### src/hdl/pis_regs.svh
// constants for the product id response sequencer
`ifndef PIS_REGS_SVH
`define PIS_REGS_SVH
`define PIS_SYNC1_A      8'h86
`define PIS_SYNC1_B      8'h30
`define PIS_SYNC2_A      8'h79
`define PIS_SYNC2_B      8'hCF
`define PIS_CMD_ID       8'hC0
`define PIS_ERR_SYNC     8'hA1
`define PIS_ERR_CMD      8'h63
`define PIS_ERR_REPEAT   2'h3
`define PIS_REPLY_LEN    5'h16
`define PIS_PAYLOAD_LO   5'h02
`define PIS_PAYLOAD_HI   5'h14
`define PIS_SIZE_LSB     3
`define PIS_BAUD_MIN     16'h0004
`endif

### src/hdl/pis_pkg.sv
// types for the product id response sequencer
package pis_pkg;
    typedef enum logic [2:0] {
        PIS_WAIT_SYNC1 = 3'b000,
        PIS_WAIT_SYNC2 = 3'b001,
        PIS_WAIT_CMD   = 3'b010,
        PIS_ECHO       = 3'b011,
        PIS_REPLY      = 3'b100,
        PIS_ERROR      = 3'b101,
        PIS_IDLE       = 3'b110
    } pis_state_t;
endpackage

### src/hdl/pis_reply_rom.sv
// fixed reply table, registered read data
`timescale 1ns/100ps
module pis_reply_rom
(
    input  wire logic       clk,
    input  wire logic [4:0] addr,
    output logic      [7:0] data
);
    logic [7:0] table_byte;

    always_comb
    begin
        unique case (addr)
            5'h00:   table_byte = 8'h3A;
            5'h01:   table_byte = 8'h13;
            5'h02:   table_byte = 8'h03;
            5'h03:   table_byte = 8'hFD;
            5'h07:   table_byte = 8'h40;
            5'h08:   table_byte = 8'h01;
            5'h0A:   table_byte = 8'hC0;
            5'h0D:   table_byte = 8'hFF;
            5'h0E:   table_byte = 8'hFF;
            5'h11:   table_byte = 8'h60;
            5'h13:   table_byte = 8'h08;
            5'h14:   table_byte = 8'h3F;
            default: table_byte = 8'h00;
        endcase
    end

    always_ff @(posedge clk)
    begin
        data <= table_byte;
    end
endmodule

### src/hdl/pis_sequencer.sv
// product id command handler with autobaud serial link
//
// Contract
// - the bit period is measured on the first byte and used for all later bytes both ways.
// - a valid first sync byte is echoed, an invalid one gets no answer.
// - a second sync byte of 0x79 or 0xCF is echoed, otherwise nothing is sent.
// - command 0xC0 is echoed when accepted.
// - a rejected command gives one error code three times, then idle.
// - after the echo come start mark 0x3A and count 0x13.
// - the first payload byte is 0x03 then reserved 0xFD 0x00 0x00 0x00.
// - the ninth byte sent, counting the echo, is the flash size code 0x40.
// - the size code holds the size field in bits 7..3 and zeros below.
// - block count 0x01 then flash range 00 C0 00 to 00 FF FF.
// - loader memory range 00 00 60 to 00 08 3F follows.
// - the last byte is the two's complement of the sum of payload bytes.
// - after the checksum the device waits for the next command at the same rate.
`timescale 1ns/100ps
`include "pis_regs.svh"
module pis_sequencer
    import pis_pkg::*;
#(
    parameter int BAUD_W = 16
)
(
    input  wire logic core_clk,
    input  wire logic rst,
    input  wire logic rxd,
    output logic      txd,
    output logic      busy,
    output logic      idle
);
    if (BAUD_W < 8 || BAUD_W > 24)
    begin
        $error("BAUD_W out of range");
    end

    typedef enum logic [1:0] {
        PIS_RX_IDLE  = 2'b00,
        PIS_RX_START = 2'b01,
        PIS_RX_DATA  = 2'b10,
        PIS_RX_STOP  = 2'b11
    } pis_rx_t;

    typedef struct packed {
        logic [2:0]        sync;
        logic              rx_line;
        pis_state_t        state;
        logic              baud_ok;
        logic [BAUD_W-1:0] bit_len;
        logic [BAUD_W-1:0] meas;
        logic              measuring;
        pis_rx_t           rx;
        logic [BAUD_W-1:0] rx_cnt;
        logic [3:0]        rx_bit;
        logic [7:0]        rx_sh;
        logic              tx_on;
        logic [BAUD_W-1:0] tx_cnt;
        logic [3:0]        tx_bit;
        logic [9:0]        tx_sh;
        logic [7:0]        echo;
        logic [4:0]        idx;
        logic              rom_ok;
        logic [1:0]        err_n;
        logic [7:0]        err_code;
        logic [7:0]        sum;
        logic              txd;
        logic              busy;
        logic              idle;
    } pis_regs_t;

    pis_regs_t  r;
    pis_regs_t  next_r;
    logic [7:0] rom_data;
    logic       rx_done;
    logic [7:0] rx_byte;

    pis_reply_rom u_rom
    (
        .clk  (core_clk),
        .addr (next_r.idx),
        .data (rom_data)
    );

    always_comb
    begin
        next_r = r;
        rx_done = 1'b0;
        rx_byte = r.rx_sh;
        // -----------------------------------------------------------
        // pin synchroniser, change taken once stages two and three agree
        // -----------------------------------------------------------
        next_r.sync = {r.sync[1:0], rxd};
        if (r.sync[2] == r.sync[1])
            next_r.rx_line = r.sync[2];
        // -----------------------------------------------------------
        // autobaud: width of the first low run on the line, start bit plus any low bits after it
        // -----------------------------------------------------------
        if (!r.baud_ok)
        begin
            if (!r.measuring && r.rx_line && !next_r.rx_line)
            begin
                next_r.measuring = 1'b1;
                next_r.meas = '0;
            end
            else if (r.measuring && !r.rx_line)
                next_r.meas = r.meas + 1'b1;
            else if (r.measuring && r.rx_line)
            begin
                // low run is taken as one bit time; counters reload one less
                // so that a bit spans exactly meas cycles both ways
                next_r.measuring = 1'b0;
                next_r.baud_ok = (r.meas >= `PIS_BAUD_MIN);
                next_r.bit_len = r.meas - 1'b1;
            end
        end
        // -----------------------------------------------------------
        // receiver
        // -----------------------------------------------------------
        unique case (r.rx)
            PIS_RX_IDLE:
                if (r.baud_ok && r.rx_line && !next_r.rx_line)
                begin
                    next_r.rx = PIS_RX_START;
                    next_r.rx_cnt = r.bit_len >> 1;
                end
            PIS_RX_START, PIS_RX_DATA, PIS_RX_STOP:
                if (r.rx_cnt != '0)
                    next_r.rx_cnt = r.rx_cnt - 1'b1;
                else
                begin
                    next_r.rx_cnt = r.bit_len;
                    if (r.rx == PIS_RX_START)
                    begin
                        next_r.rx = r.rx_line ? PIS_RX_IDLE : PIS_RX_DATA;
                        next_r.rx_bit = 4'h0;
                    end
                    else if (r.rx == PIS_RX_DATA)
                    begin
                        next_r.rx_sh = {r.rx_line, r.rx_sh[7:1]};
                        next_r.rx_bit = r.rx_bit + 4'h1;
                        if (r.rx_bit == 4'h7)
                            next_r.rx = PIS_RX_STOP;
                    end
                    else
                    begin
                        next_r.rx = PIS_RX_IDLE;
                        rx_done = r.rx_line;
                    end
                end
        endcase
        // -----------------------------------------------------------
        // transmitter, same bit length as receiver
        // -----------------------------------------------------------
        if (r.tx_on)
        begin
            if (r.tx_cnt != '0)
                next_r.tx_cnt = r.tx_cnt - 1'b1;
            else
            begin
                next_r.tx_cnt = r.bit_len;
                next_r.tx_sh = {1'b1, r.tx_sh[9:1]};
                next_r.tx_bit = r.tx_bit + 4'h1;
                if (r.tx_bit == 4'h9)
                    next_r.tx_on = 1'b0;
            end
        end
        // -----------------------------------------------------------
        // command sequencer
        // -----------------------------------------------------------
        unique case (r.state)
            PIS_WAIT_SYNC1:
                if (rx_done)
                begin
                    if (rx_byte == `PIS_SYNC1_A || rx_byte == `PIS_SYNC1_B)
                    begin
                        next_r.echo = rx_byte;
                        next_r.state = PIS_ECHO;
                        next_r.idx = 5'h1F;
                    end
                end
            PIS_WAIT_SYNC2:
                if (rx_done)
                begin
                    if (rx_byte == `PIS_SYNC2_A || rx_byte == `PIS_SYNC2_B)
                    begin
                        next_r.echo = rx_byte;
                        next_r.state = PIS_ECHO;
                        next_r.idx = 5'h1E;
                    end
                end
            PIS_WAIT_CMD:
                if (rx_done)
                begin
                    if (rx_byte == `PIS_CMD_ID)
                    begin
                        next_r.echo = rx_byte;
                        next_r.state = PIS_ECHO;
                        next_r.idx = 5'h00;
                    end
                    else
                    begin
                        next_r.err_code = `PIS_ERR_CMD;
                        next_r.err_n = 2'h0;
                        next_r.state = PIS_ERROR;
                    end
                end
            PIS_ECHO:
                if (!r.tx_on)
                begin
                    next_r.tx_on = 1'b1;
                    next_r.tx_cnt = r.bit_len;
                    next_r.tx_bit = 4'h0;
                    next_r.tx_sh = {1'b1, r.echo, 1'b0};
                    next_r.rom_ok = 1'b0;
                    next_r.sum = 8'h00;
                    if (r.idx == 5'h1F)
                        next_r.state = PIS_WAIT_SYNC2;
                    else if (r.idx == 5'h1E)
                        next_r.state = PIS_WAIT_CMD;
                    else
                        next_r.state = PIS_REPLY;
                end
            PIS_REPLY:
                if (!r.rom_ok)
                    next_r.rom_ok = 1'b1;
                else if (!r.tx_on)
                begin
                    next_r.tx_on = 1'b1;
                    next_r.tx_cnt = r.bit_len;
                    next_r.tx_bit = 4'h0;
                    next_r.rom_ok = 1'b0;
                    if (r.idx == `PIS_REPLY_LEN - 5'h1)
                    begin
                        next_r.tx_sh = {1'b1, 8'h00 - r.sum, 1'b0};
                        next_r.state = PIS_WAIT_CMD;
                    end
                    else
                    begin
                        // table bytes
                        next_r.tx_sh = {1'b1, rom_data, 1'b0};
                        if (r.idx >= `PIS_PAYLOAD_LO && r.idx <= `PIS_PAYLOAD_HI)
                            next_r.sum = r.sum + rom_data;
                        next_r.idx = r.idx + 5'h1;
                    end
                end
            PIS_ERROR:
                if (!r.tx_on)
                begin
                    if (r.err_n == `PIS_ERR_REPEAT)
                        next_r.state = PIS_IDLE;
                    else
                    begin
                        next_r.tx_on = 1'b1;
                        next_r.tx_cnt = r.bit_len;
                        next_r.tx_bit = 4'h0;
                        next_r.tx_sh = {1'b1, r.err_code, 1'b0};
                        next_r.err_n = r.err_n + 2'h1;
                    end
                end
            PIS_IDLE:
                next_r.state = PIS_IDLE;
            default:
                next_r.state = PIS_IDLE;
        endcase
        next_r.txd = next_r.tx_on ? next_r.tx_sh[0] : 1'b1;
        next_r.busy = next_r.tx_on || (next_r.state inside {PIS_ECHO, PIS_REPLY, PIS_ERROR});
        next_r.idle = (next_r.state == PIS_IDLE);
    end

    always_ff @(posedge core_clk)
    begin
        if (rst)
        begin
            r <= '0;
            r.sync <= 3'h7;
            r.rx_line <= 1'b1;
            r.txd <= 1'b1;
            r.state <= PIS_WAIT_SYNC1;
            r.rx <= PIS_RX_IDLE;
        end
        else
            r <= next_r;
    end

    assign txd = r.txd;
    assign busy = r.busy;
    assign idle = r.idle;

    a_err_idle_stays: assert property (@(posedge core_clk) disable iff (rst)
        r.state == PIS_IDLE |=> r.state == PIS_IDLE && txd)
        else $error("idle state left or line driven");
    a_tx_uses_baud: assert property (@(posedge core_clk) disable iff (rst)
        r.tx_on && r.tx_cnt == '0 && r.tx_bit != 4'h9 |=> r.tx_cnt == r.bit_len)
        else $error("transmit bit length differs from measured");
    a_err_count_three: assert property (@(posedge core_clk) disable iff (rst)
        r.state == PIS_ERROR && !r.tx_on && r.err_n == `PIS_ERR_REPEAT |=> r.state == PIS_IDLE && !r.tx_on)
        else $error("error code sent too often");
    a_sum_cleared: assert property (@(posedge core_clk) disable iff (rst)
        r.state == PIS_ECHO && !r.tx_on |=> r.sum == 8'h00)
        else $error("checksum not cleared");
    a_check_done: assert property (@(posedge core_clk) disable iff (rst)
        $past(r.state) == PIS_REPLY && $past(r.idx) == 5'h15 &&
        r.tx_on && !$past(r.tx_on) |-> r.tx_sh[8:1] == 8'h00 - $past(r.sum))
        else $error("checksum byte wrong");
    a_reply_back_cmd: assert property (@(posedge core_clk) disable iff (rst)
        $past(r.state) == PIS_REPLY && r.state == PIS_WAIT_CMD |-> r.tx_on)
        else $error("return to command wait without checksum");
    a_bad_sync_silent: assert property (@(posedge core_clk) disable iff (rst)
        r.state == PIS_WAIT_SYNC1 && !r.tx_on |=> !r.tx_on)
        else $error("transmit while waiting for first sync");
    a_cmd_echo: assert property (@(posedge core_clk) disable iff (rst)
        r.state == PIS_WAIT_CMD && rx_done && rx_byte == `PIS_CMD_ID |=> r.echo == `PIS_CMD_ID
        ##1 r.tx_sh[8:1] == `PIS_CMD_ID)
        else $error("command not echoed");
    c_reply: cover property (@(posedge core_clk) r.state == PIS_REPLY ##1 r.state == PIS_WAIT_CMD);
    c_error: cover property (@(posedge core_clk) r.state == PIS_ERROR ##1 r.state == PIS_IDLE);
    c_sync2: cover property (@(posedge core_clk) r.state == PIS_WAIT_SYNC2);
endmodule

### config.mk
export PLATFORM = sky130hd
export DESIGN_NAME = pis_sequencer
export DESIGN_NICKNAME = d
export VERILOG_FILES = /design/src/hdl/pis_pkg.sv /design/src/hdl/pis_reply_rom.sv /design/src/hdl/pis_sequencer.sv
export VERILOG_INCLUDE_DIRS = /design/src /design/src/hdl
export SDC_FILE = /design/constraint.sdc
export NUM_CORES = 1
export LEC_CHECK = 0
export ABC_AREA = 1
export BUFFER_PORTS_ARGS = -buffer_cell sky130_fd_sc_hd__buf_2
export CAP_MARGIN = 20
export CORE_AREA = 2 2 167 169
export CTS_CLUSTER_DIAMETER = 150
export DETAILED_ROUTE_END_ITERATION = 7
export DIE_AREA = 0 0 169 171
export PLACE_DENSITY = 0.49
export SLEW_MARGIN = 0
export SYNTH_ARGS = -nofsm -noshare
export SYNTH_HDL_FRONTEND = slang
export SYNTH_SLANG_ARGS = --single-unit
### constraint.sdc
create_clock -name core_clk -period 3.1 [get_ports core_clk]
set_input_delay 0.62 -clock core_clk [delete_from_list [all_inputs] [get_ports core_clk]]
set_output_delay 0.62 -clock core_clk [all_outputs]
set_load 0.05 [all_outputs]
==> results of run 1 <==
[metal layers]
layer	vias up	GRT usage [%]	wire [um]
met5	-	0	0
met4	0	5.13	350
met3	20	2.82	996
met2	150	28.1	10900
met1	3809	24.9	12500
li1	4254	-	-
[state kept, by name, summed over array words and instances (netlist names)]
register / count
rx_byte: 8
idle: 1
busy: 1
u_rom.data: 8
txd: 1
r: 117
next_r: 2
[layout by cell type (no fill, tap or decap), types with 3 or more instances in the layout]
cell	n
nor2_2	14
nor3_1	30
buf_2	5
o22ai_1	4
and3_1	3
o21a_1	3
a221oi_1	15
o211ai_1	27
nand3_1	43
o21ai_0	104
or2_2	10
nand4_1	15
nand3b_1	6
o21ai_1	9
xnor2_1	6
o31ai_1	3
nor2_4	7
nor2_1	129
inv_8	6
a31oi_1	19
nand2_2	8
inv_2	13
dfxtp_1	138
o221ai_1	6
nand2_1	245
buf_4	18
nor4_1	6
o21bai_1	4
a21oi_1	116
inv_1	159
a211oi_1	8
ha_1	32
clkbuf_16	17
xor2_1	25
inv_6	7
[area by class of cell]
cell class,instances,area share (%)
multi-input cells,919,51.9
flip-flops and latches,138,28.9
inverters,174,6.82
well taps,346,4.52
clock buffers,17,4.44
clock inverters,15,1.75
repair buffers,23,1.67
[cells by family after synthesis]
logic type,after synthesis,share of synthesized area (%)
fa+ha+maj,34,5.08
buf+inv,206,9.37
flops,138,32.4
compound gates,327,22.2
xor+xnor,31,3.19
simple gates,527,27.7
[worst min path at each step]
stage                                 from                     end  slack, ns  cells after the start
finish                                 rxd  next_r[135]$_SDFF_PP1_       0.37                      2
floorplan           next_r[135]$_SDFF_PP1_  next_r[136]$_SDFF_PP1_       0.39                      1
global placement    next_r[135]$_SDFF_PP1_  next_r[136]$_SDFF_PP1_       0.40                      1
detailed placement  next_r[135]$_SDFF_PP1_  next_r[136]$_SDFF_PP1_       0.39                      1
global route                           rxd  next_r[135]$_SDFF_PP1_       0.36                      2
CTS                                    rxd  next_r[135]$_SDFF_PP1_       0.36                      2
[power by group]
part           total, W  internal, W  switching [W]  leakage, nW
Sequential      0.00194      0.00185      0.0000820         1.11
Combinational   0.00121     0.000395       0.000816         2.73
Clock           0.00210      0.00116       0.000943        0.296
Total           0.00525      0.00341        0.00184         4.14
[through the flow]
stage / worst slack, ns / cells
floorplan: 0.691 / 1263
global placement: 0.385 / 1600
detailed placement: 0.312 / 1600
CTS: 0.306 / 1632
global route: 0.0120 / 1632
finish: 0.334 / 1632
[cells in the mapped netlist, types with 2 or more instances]
cell type / instances / share of area (%)
nor3_1: 30 / 1.8
o21ai_0: 104 / 6.1
a221oi_1: 15 / 1.5
nand3_2: 2 / 0.23
clkinv_1: 2 / 0.088
o21ai_1: 9 / 0.53
xor2_1: 25 / 2.6
inv_1: 159 / 7.0
and3_1: 3 / 0.22
o21a_1: 3 / 0.26
nand2_2: 8 / 0.59
or2_2: 10 / 0.73
o31ai_1: 3 / 0.26
dfxtp_1: 138 / 32
inv_2: 13 / 0.57
clkbuf_1: 24 / 1.1
a21oi_1: 116 / 6.8
nand2_1: 245 / 11
o21ai_2: 2 / 0.21
xnor2_1: 6 / 0.62
ha_1: 33 / 4.8
o221ai_1: 6 / 0.62
nor2_1: 129 / 5.7
nor2_4: 6 / 0.79
a31oi_1: 19 / 1.4
nand3_1: 43 / 2.5
o211ai_1: 27 / 2.4
nand4_1: 15 / 1.1
buf_2: 5 / 0.29
o22ai_1: 4 / 0.29
nor3b_1: 2 / 0.18
nor2_2: 15 / 1.1
buf_6: 2 / 0.26
a211oi_1: 8 / 0.70
nand2_4: 2 / 0.26
nor4_1: 6 / 0.44
o21bai_1: 4 / 0.35
nand3b_1: 6 / 0.53
[critical path, cell delays in order (launching register included)]
cell      delay, ns
dfxtp_1        0.45
inv_1          0.12
ha_1           0.20
nand2_1        0.11
nor2_4         0.05
inv_2          0.08
nand2_1        0.18
nor2_4         0.19
inv_1          0.07
a21oi_1        0.12
a21oi_1        0.08
nand2_1        0.05
o21ai_1        0.13
ha_1           0.32
inv_1          0.05
nand2_1        0.11
clkinv_1       0.08
nand2_2        0.09
nand2_1        0.05
nand2_1        0.07
nand2_1        0.05
[what timing repair did]
item | CTS | global route
gates resized for setup | 0 | 3
buffers inserted | 0 | 0
setup endpoints to repair | 0 | 3
==> run_results.csv, run 1 <==
group,metric,value,unit
timing,post-route-period-util,89.2,%
routing,drc,0,
setup_path,endpoint,"u_rom.data[5]$_DFF_P_",
synthesis,synth_cell_types,52,
cts,cts_buffer_depth,2,
timing,worst_pin_slew,0.819,ns
routing,avgRoutedWirePerCell,15.1,um
floorplanning,io_pins,6,
global_routing,grt_first_pass_wirelength,41.0,mm
timing,finClkSkew,0.0123,ns
setup_path,critPathKind,"reg2reg",
place,place.gp.congestion,0.879,
routing,vias,8233,
routing,drt_iter0_drc,501,
floorplanning,num_rows,61,
layout,regArea,0.00276,mm^2
timing,fmax,362,MHz
synthesis,synthCells,1263,
setup_path,critPathRequiredTime,3.42,ns
routing,ant_nets,0,
setup_path,r2r_start,"r[23]$_SDFF_PP0_",
cts,ctsRootBufferMaster,"clkbuf_16",
place,portBuffers,5,
setup_path,arrival,3.09,ns
synthesis,ys_seq_elements,138,
setup_path,timing.rr.end,"u_rom.data[5]$_DFF_P_",
cts,clock_latency,0.43,ns
pwr,power,0.00525,W
synthesis,seq_area_frac_synth,32.4,%
global_routing,grt_max_degree,67,
timing,period_needed,2.77,ns
layout,nets,1310,
setup_path,regToRegSetupSlack,0.33,ns
global_routing,grt_pass1_vias,7840,
global_routing,gr-usage-all-layers,17.7,%
global_routing,grt-ovfl-total,0,
synthesis,synth_nets,1300,
floorplanning,die-height,171,um
layout,syn_to_final_growth,12.4,%
layout,n_fill_cell,2942,
cts,cts_tree,"yes",
cts,cts_max_level,4,
synthesis,avgSynthCellArea,6.75,um^2
cts,numCtsBuffers,17,
floorplanning,dieWidth,169,um
cts,cts_hold_buffers,0,
cts,clkTransAtPathRegs,0.07,ns
hold_path,hold_path.class,"in2reg",
layout,drive_gt1_share,9.41,%
place,place_hpwl,18.3,mm
layout,stdcell_area,0.00958,mm^2
synthesis,synth_async_sr_flop_share,0,%
synthesis,synth_ff_type,"dfxtp_1",
timing,whs,0.375,ns
routing,vias_per_cell,5.04,
routing,wirelength,24.7,mm
synthesis,yosysWarnings,0,
pwr,leakage,4.14,nW
routing,dr.pass1.iters,5,
synthesis,synth_edf_count,0,
timing,rsz0062_at_grt,"no",
cts,cts.sinks,138,
floorplanning,coreArea,0.0273,mm^2
layout,multiInputGateArea,0.00497,mm^2
timing,relSlewSlack,45.4,%
floorplanning,dieArea,0.0289,mm^2
timing,fin_setup_tns,0,ns
synthesis,syn-cell-area,0.00852,mm^2
timing,setup_viol,0,
layout,finish.utilization,35.0,%
timing,finalHoldViolations,0,
global_routing,antenna_found_initial,0,
place,placed_area,0.00897,mm^2
floorplanning,initial_core_util,31.2,%
setup_path,reg2reg_depth,20,
layout,antennaDiodeCount,0,
timing,drv_slew,0,
pwr,p_per_area,548,mW/mm^2
setup_path,startpoint,"r[23]$_SDFF_PP0_",
setup_path,worstSetupStartpointType,"flop",
job,drv_cap,0,
run_status,status,"finished clean",
setup_path,worstPathMaxFanout,7,
pwr,vdd_drop_max,0.296,mV
setup_path,endpoint_kind,"flop",
Power figures use the tool's default switching activity.
==> inputs of run 2 (changes only) <==
- clock period: 3.1 -> 3.2 ns (I/O delays scaled with it)
==> run_results.csv, run 2 (synthesis results as in run 1) <==
group,metric,value,unit
cts,cts_resized,0,
pwr,vdd_drop_max,0.329,mV
setup_path,arrival,3.11,ns
layout,multiInputGateArea,0.00496,mm^2
setup_path,worstPathMaxFanout,5,
place,portBuffers,5,
layout,finalNonFillerCells,1631,
setup_path,r2r_start,"r[95]$_SDFFE_PP0P_",
layout,regMostFlops,"r",
layout,stdcell_area,0.00954,mm^2
global_routing,antenna_found_initial,0,
setup_path,crit_path_top_delay_cell,"dfxtp_1",
global_routing,gr-usage-all-layers,18.2,%
hold_path,hold_path.class,"in2reg",
pwr,p_sw_share,35.4,%
cts,numCtsBuffers,17,
floorplanning,io_pins,6,
hold_path,worstHoldPathCells,2,
run_status,status,"finished clean",
place,placed_cells,1599,
pwr,power_frac_seq,37.0,%
global_routing,grt-ovfl-total,0,
pwr,leakage,4.12,nW
place,place_hpwl,18.5,mm
pwr,combPwrFrac,23.4,%
timing,fmax,360,MHz
floorplanning,initial_core_util,31.2,%
floorplanning,coreArea,0.0273,mm^2
hold_path,worstHoldEndpoint,"next_r[135]$_SDFF_PP1_",
setup_path,slowest_delay,0.38,ns
cts,ctsRootBufferMaster,"clkbuf_16",
cts,cts_buffer_depth,2,
pwr,clkPwrFrac,39.6,%
pwr,power,0.00508,W
setup_path,path_common_cell,"nand2_1",
timing,rsz0062_at_grt,"no",
cts,clkTransAtPathRegs,0.07,ns
timing,finalHoldViolations,0,
setup_path,reg2reg_depth,17,
timing,finClkSkew,0.0108,ns
floorplanning,dieArea,0.0289,mm^2
routing,drt_iter0_drc,519,
pwr,p_switching,0.00180,W
routing,vias,8293,
timing,drv_slew,0,
cts,postCtsSetupRepairBufs,0,
routing,drc,0,
floorplanning,num_rows,61,
timing,setup_viol,0,
routing,ant_nets,0,
timing,post-route-period-util,86.7,%
pwr,p_int,0.00328,W
cts,cts_max_level,4,
global_routing,grt_pass1_vias,7927,
setup_path,cp_top_family,"simple AND/OR/NAND/NOR gates",
cts,clock_latency,0.44,ns
layout,n_fill_cell,2992,
timing,relSlewSlack,45.1,%
setup_path,startpoint,"r[95]$_SDFFE_PP0P_",
timing,worst_pin_slew,0.820,ns
layout,nets,1309,
floorplanning,dieWidth,169,um
setup_path,regToRegSetupSlack,0.43,ns
global_routing,grt_max_degree,67,
layout,largest_register_ffs,117,
setup_path,cp_cell_sequence,"inv_1, ha_1, nor3_1, nand4_1, nand2_1, nand2_1, o21ai_0, nand2_1, o21ai_1, inv_1, ha_1, inv_1, nor2_1, nand2_1, nand2_1, nand2_1, nand2_1",
routing,wirelength,25.3,mm
pwr,p_per_area,533,mW/mm^2
global_routing,grt_first_pass_wirelength,42.0,mm
setup_path,worstSetupStartpointType,"flop",
setup_path,critPathKind,"reg2reg",
layout,antennaDiodeCount,0,
place,place.gp.congestion,0.903,
setup_path,endpoint_kind,"flop",
layout,mostFrequentLayoutCells,"nand2_1 (245), inv_1 (159), dfxtp_1 (138)",
cts,cts_hold_buffers,0,
floorplanning,die-height,171,um
cts,cts.sinks,138,
timing,fin_setup_tns,0,ns
routing,vias_per_cell,5.08,
timing,period_needed,2.77,ns
hold_path,hp-start,"rxd",
setup_path,critPathRequiredTime,3.53,ns
place,placed_area,0.00896,mm^2
layout,regArea,0.00276,mm^2
cts,cts_tree,"yes",
layout,drive_gt1_share,9.26,%
layout,final_common_cell,"nand2_1",
setup_path,worst-path-buf-inv,3,
routing,dr.pass1.iters,5,
routing,avgRoutedWirePerCell,15.5,um
job,drv_cap,0,
layout,syn_to_final_growth,12.0,%
setup_path,timing.rr.end,"u_rom.data[2]$_DFF_P_",
==> run 2: worst max-delay path by stage <==
stage                       endpoint  slack (ns)  cells past startpoint
2_1_floorplan  u_rom.data[5]$_DFF_P_        0.79                     20
3_3_place_gp   u_rom.data[5]$_DFF_P_        0.57                     21
3_5_place_dp   u_rom.data[2]$_DFF_P_        0.42                     17
4_1_cts        u_rom.data[2]$_DFF_P_        0.41                     17
5_1_grt        u_rom.data[6]$_DFF_P_        0.05                     17
6_report       u_rom.data[2]$_DFF_P_        0.43                     17
==> run 2: metal layers <==
layer / share of wire [%] / up-vias / GRT usage (%)
li1: - / 4241 / -
met1: 50 / 3857 / 25.4
met4: 1.2 / 0 / 5.17
met3: 4.2 / 25 / 2.61
met2: 44 / 170 / 29.3
met5: 0 / - / 0
==> run 2: metrics by stage <==
step                utilization (%)  hold slack (ns)  setup WS [ns]
floorplan                         -            0.389          0.791
global placement               32.8            0.397          0.565
detailed placement             32.8            0.399          0.417
CTS                            34.9            0.379          0.406
global route                   34.9            0.379         0.0528
finish                         34.9            0.384          0.426
==> run 2: final cells by class <==
cell class	instances	share of cell area, %
Inverter	174	6.85
Clock inverter	15	1.60
Timing Repair Buffer	22	1.60
Clock buffer	17	4.46
Tap cell	346	4.54
Sequential cell	138	29.0
Multi-Input combinational cell	919	52.0
==> run 2: power by group through the flow <==
stage               Combinational (W)  Sequential (W)  Clock [W]
floorplan                    0.000892         0.00189          0
detailed placement            0.00117         0.00192          0
CTS                           0.00118         0.00188    0.00205
finish                        0.00119         0.00188    0.00201
global placement              0.00117         0.00191          0
global route                  0.00135         0.00189    0.00213
==> run 2: worst reg2reg max path: stages, from the launching register on <==
cell     delay [ns]
dfxtp_1        0.38
inv_1          0.10
ha_1           0.23
nor3_1         0.20
nand4_1        0.23
nand2_1        0.18
nand2_1        0.11
o21ai_0        0.18
nand2_1        0.07
o21ai_1        0.24
inv_1          0.14
ha_1           0.25
inv_1          0.07
nor2_1         0.05
nand2_1        0.08
nand2_1        0.06
nand2_1        0.06
nand2_1        0.05
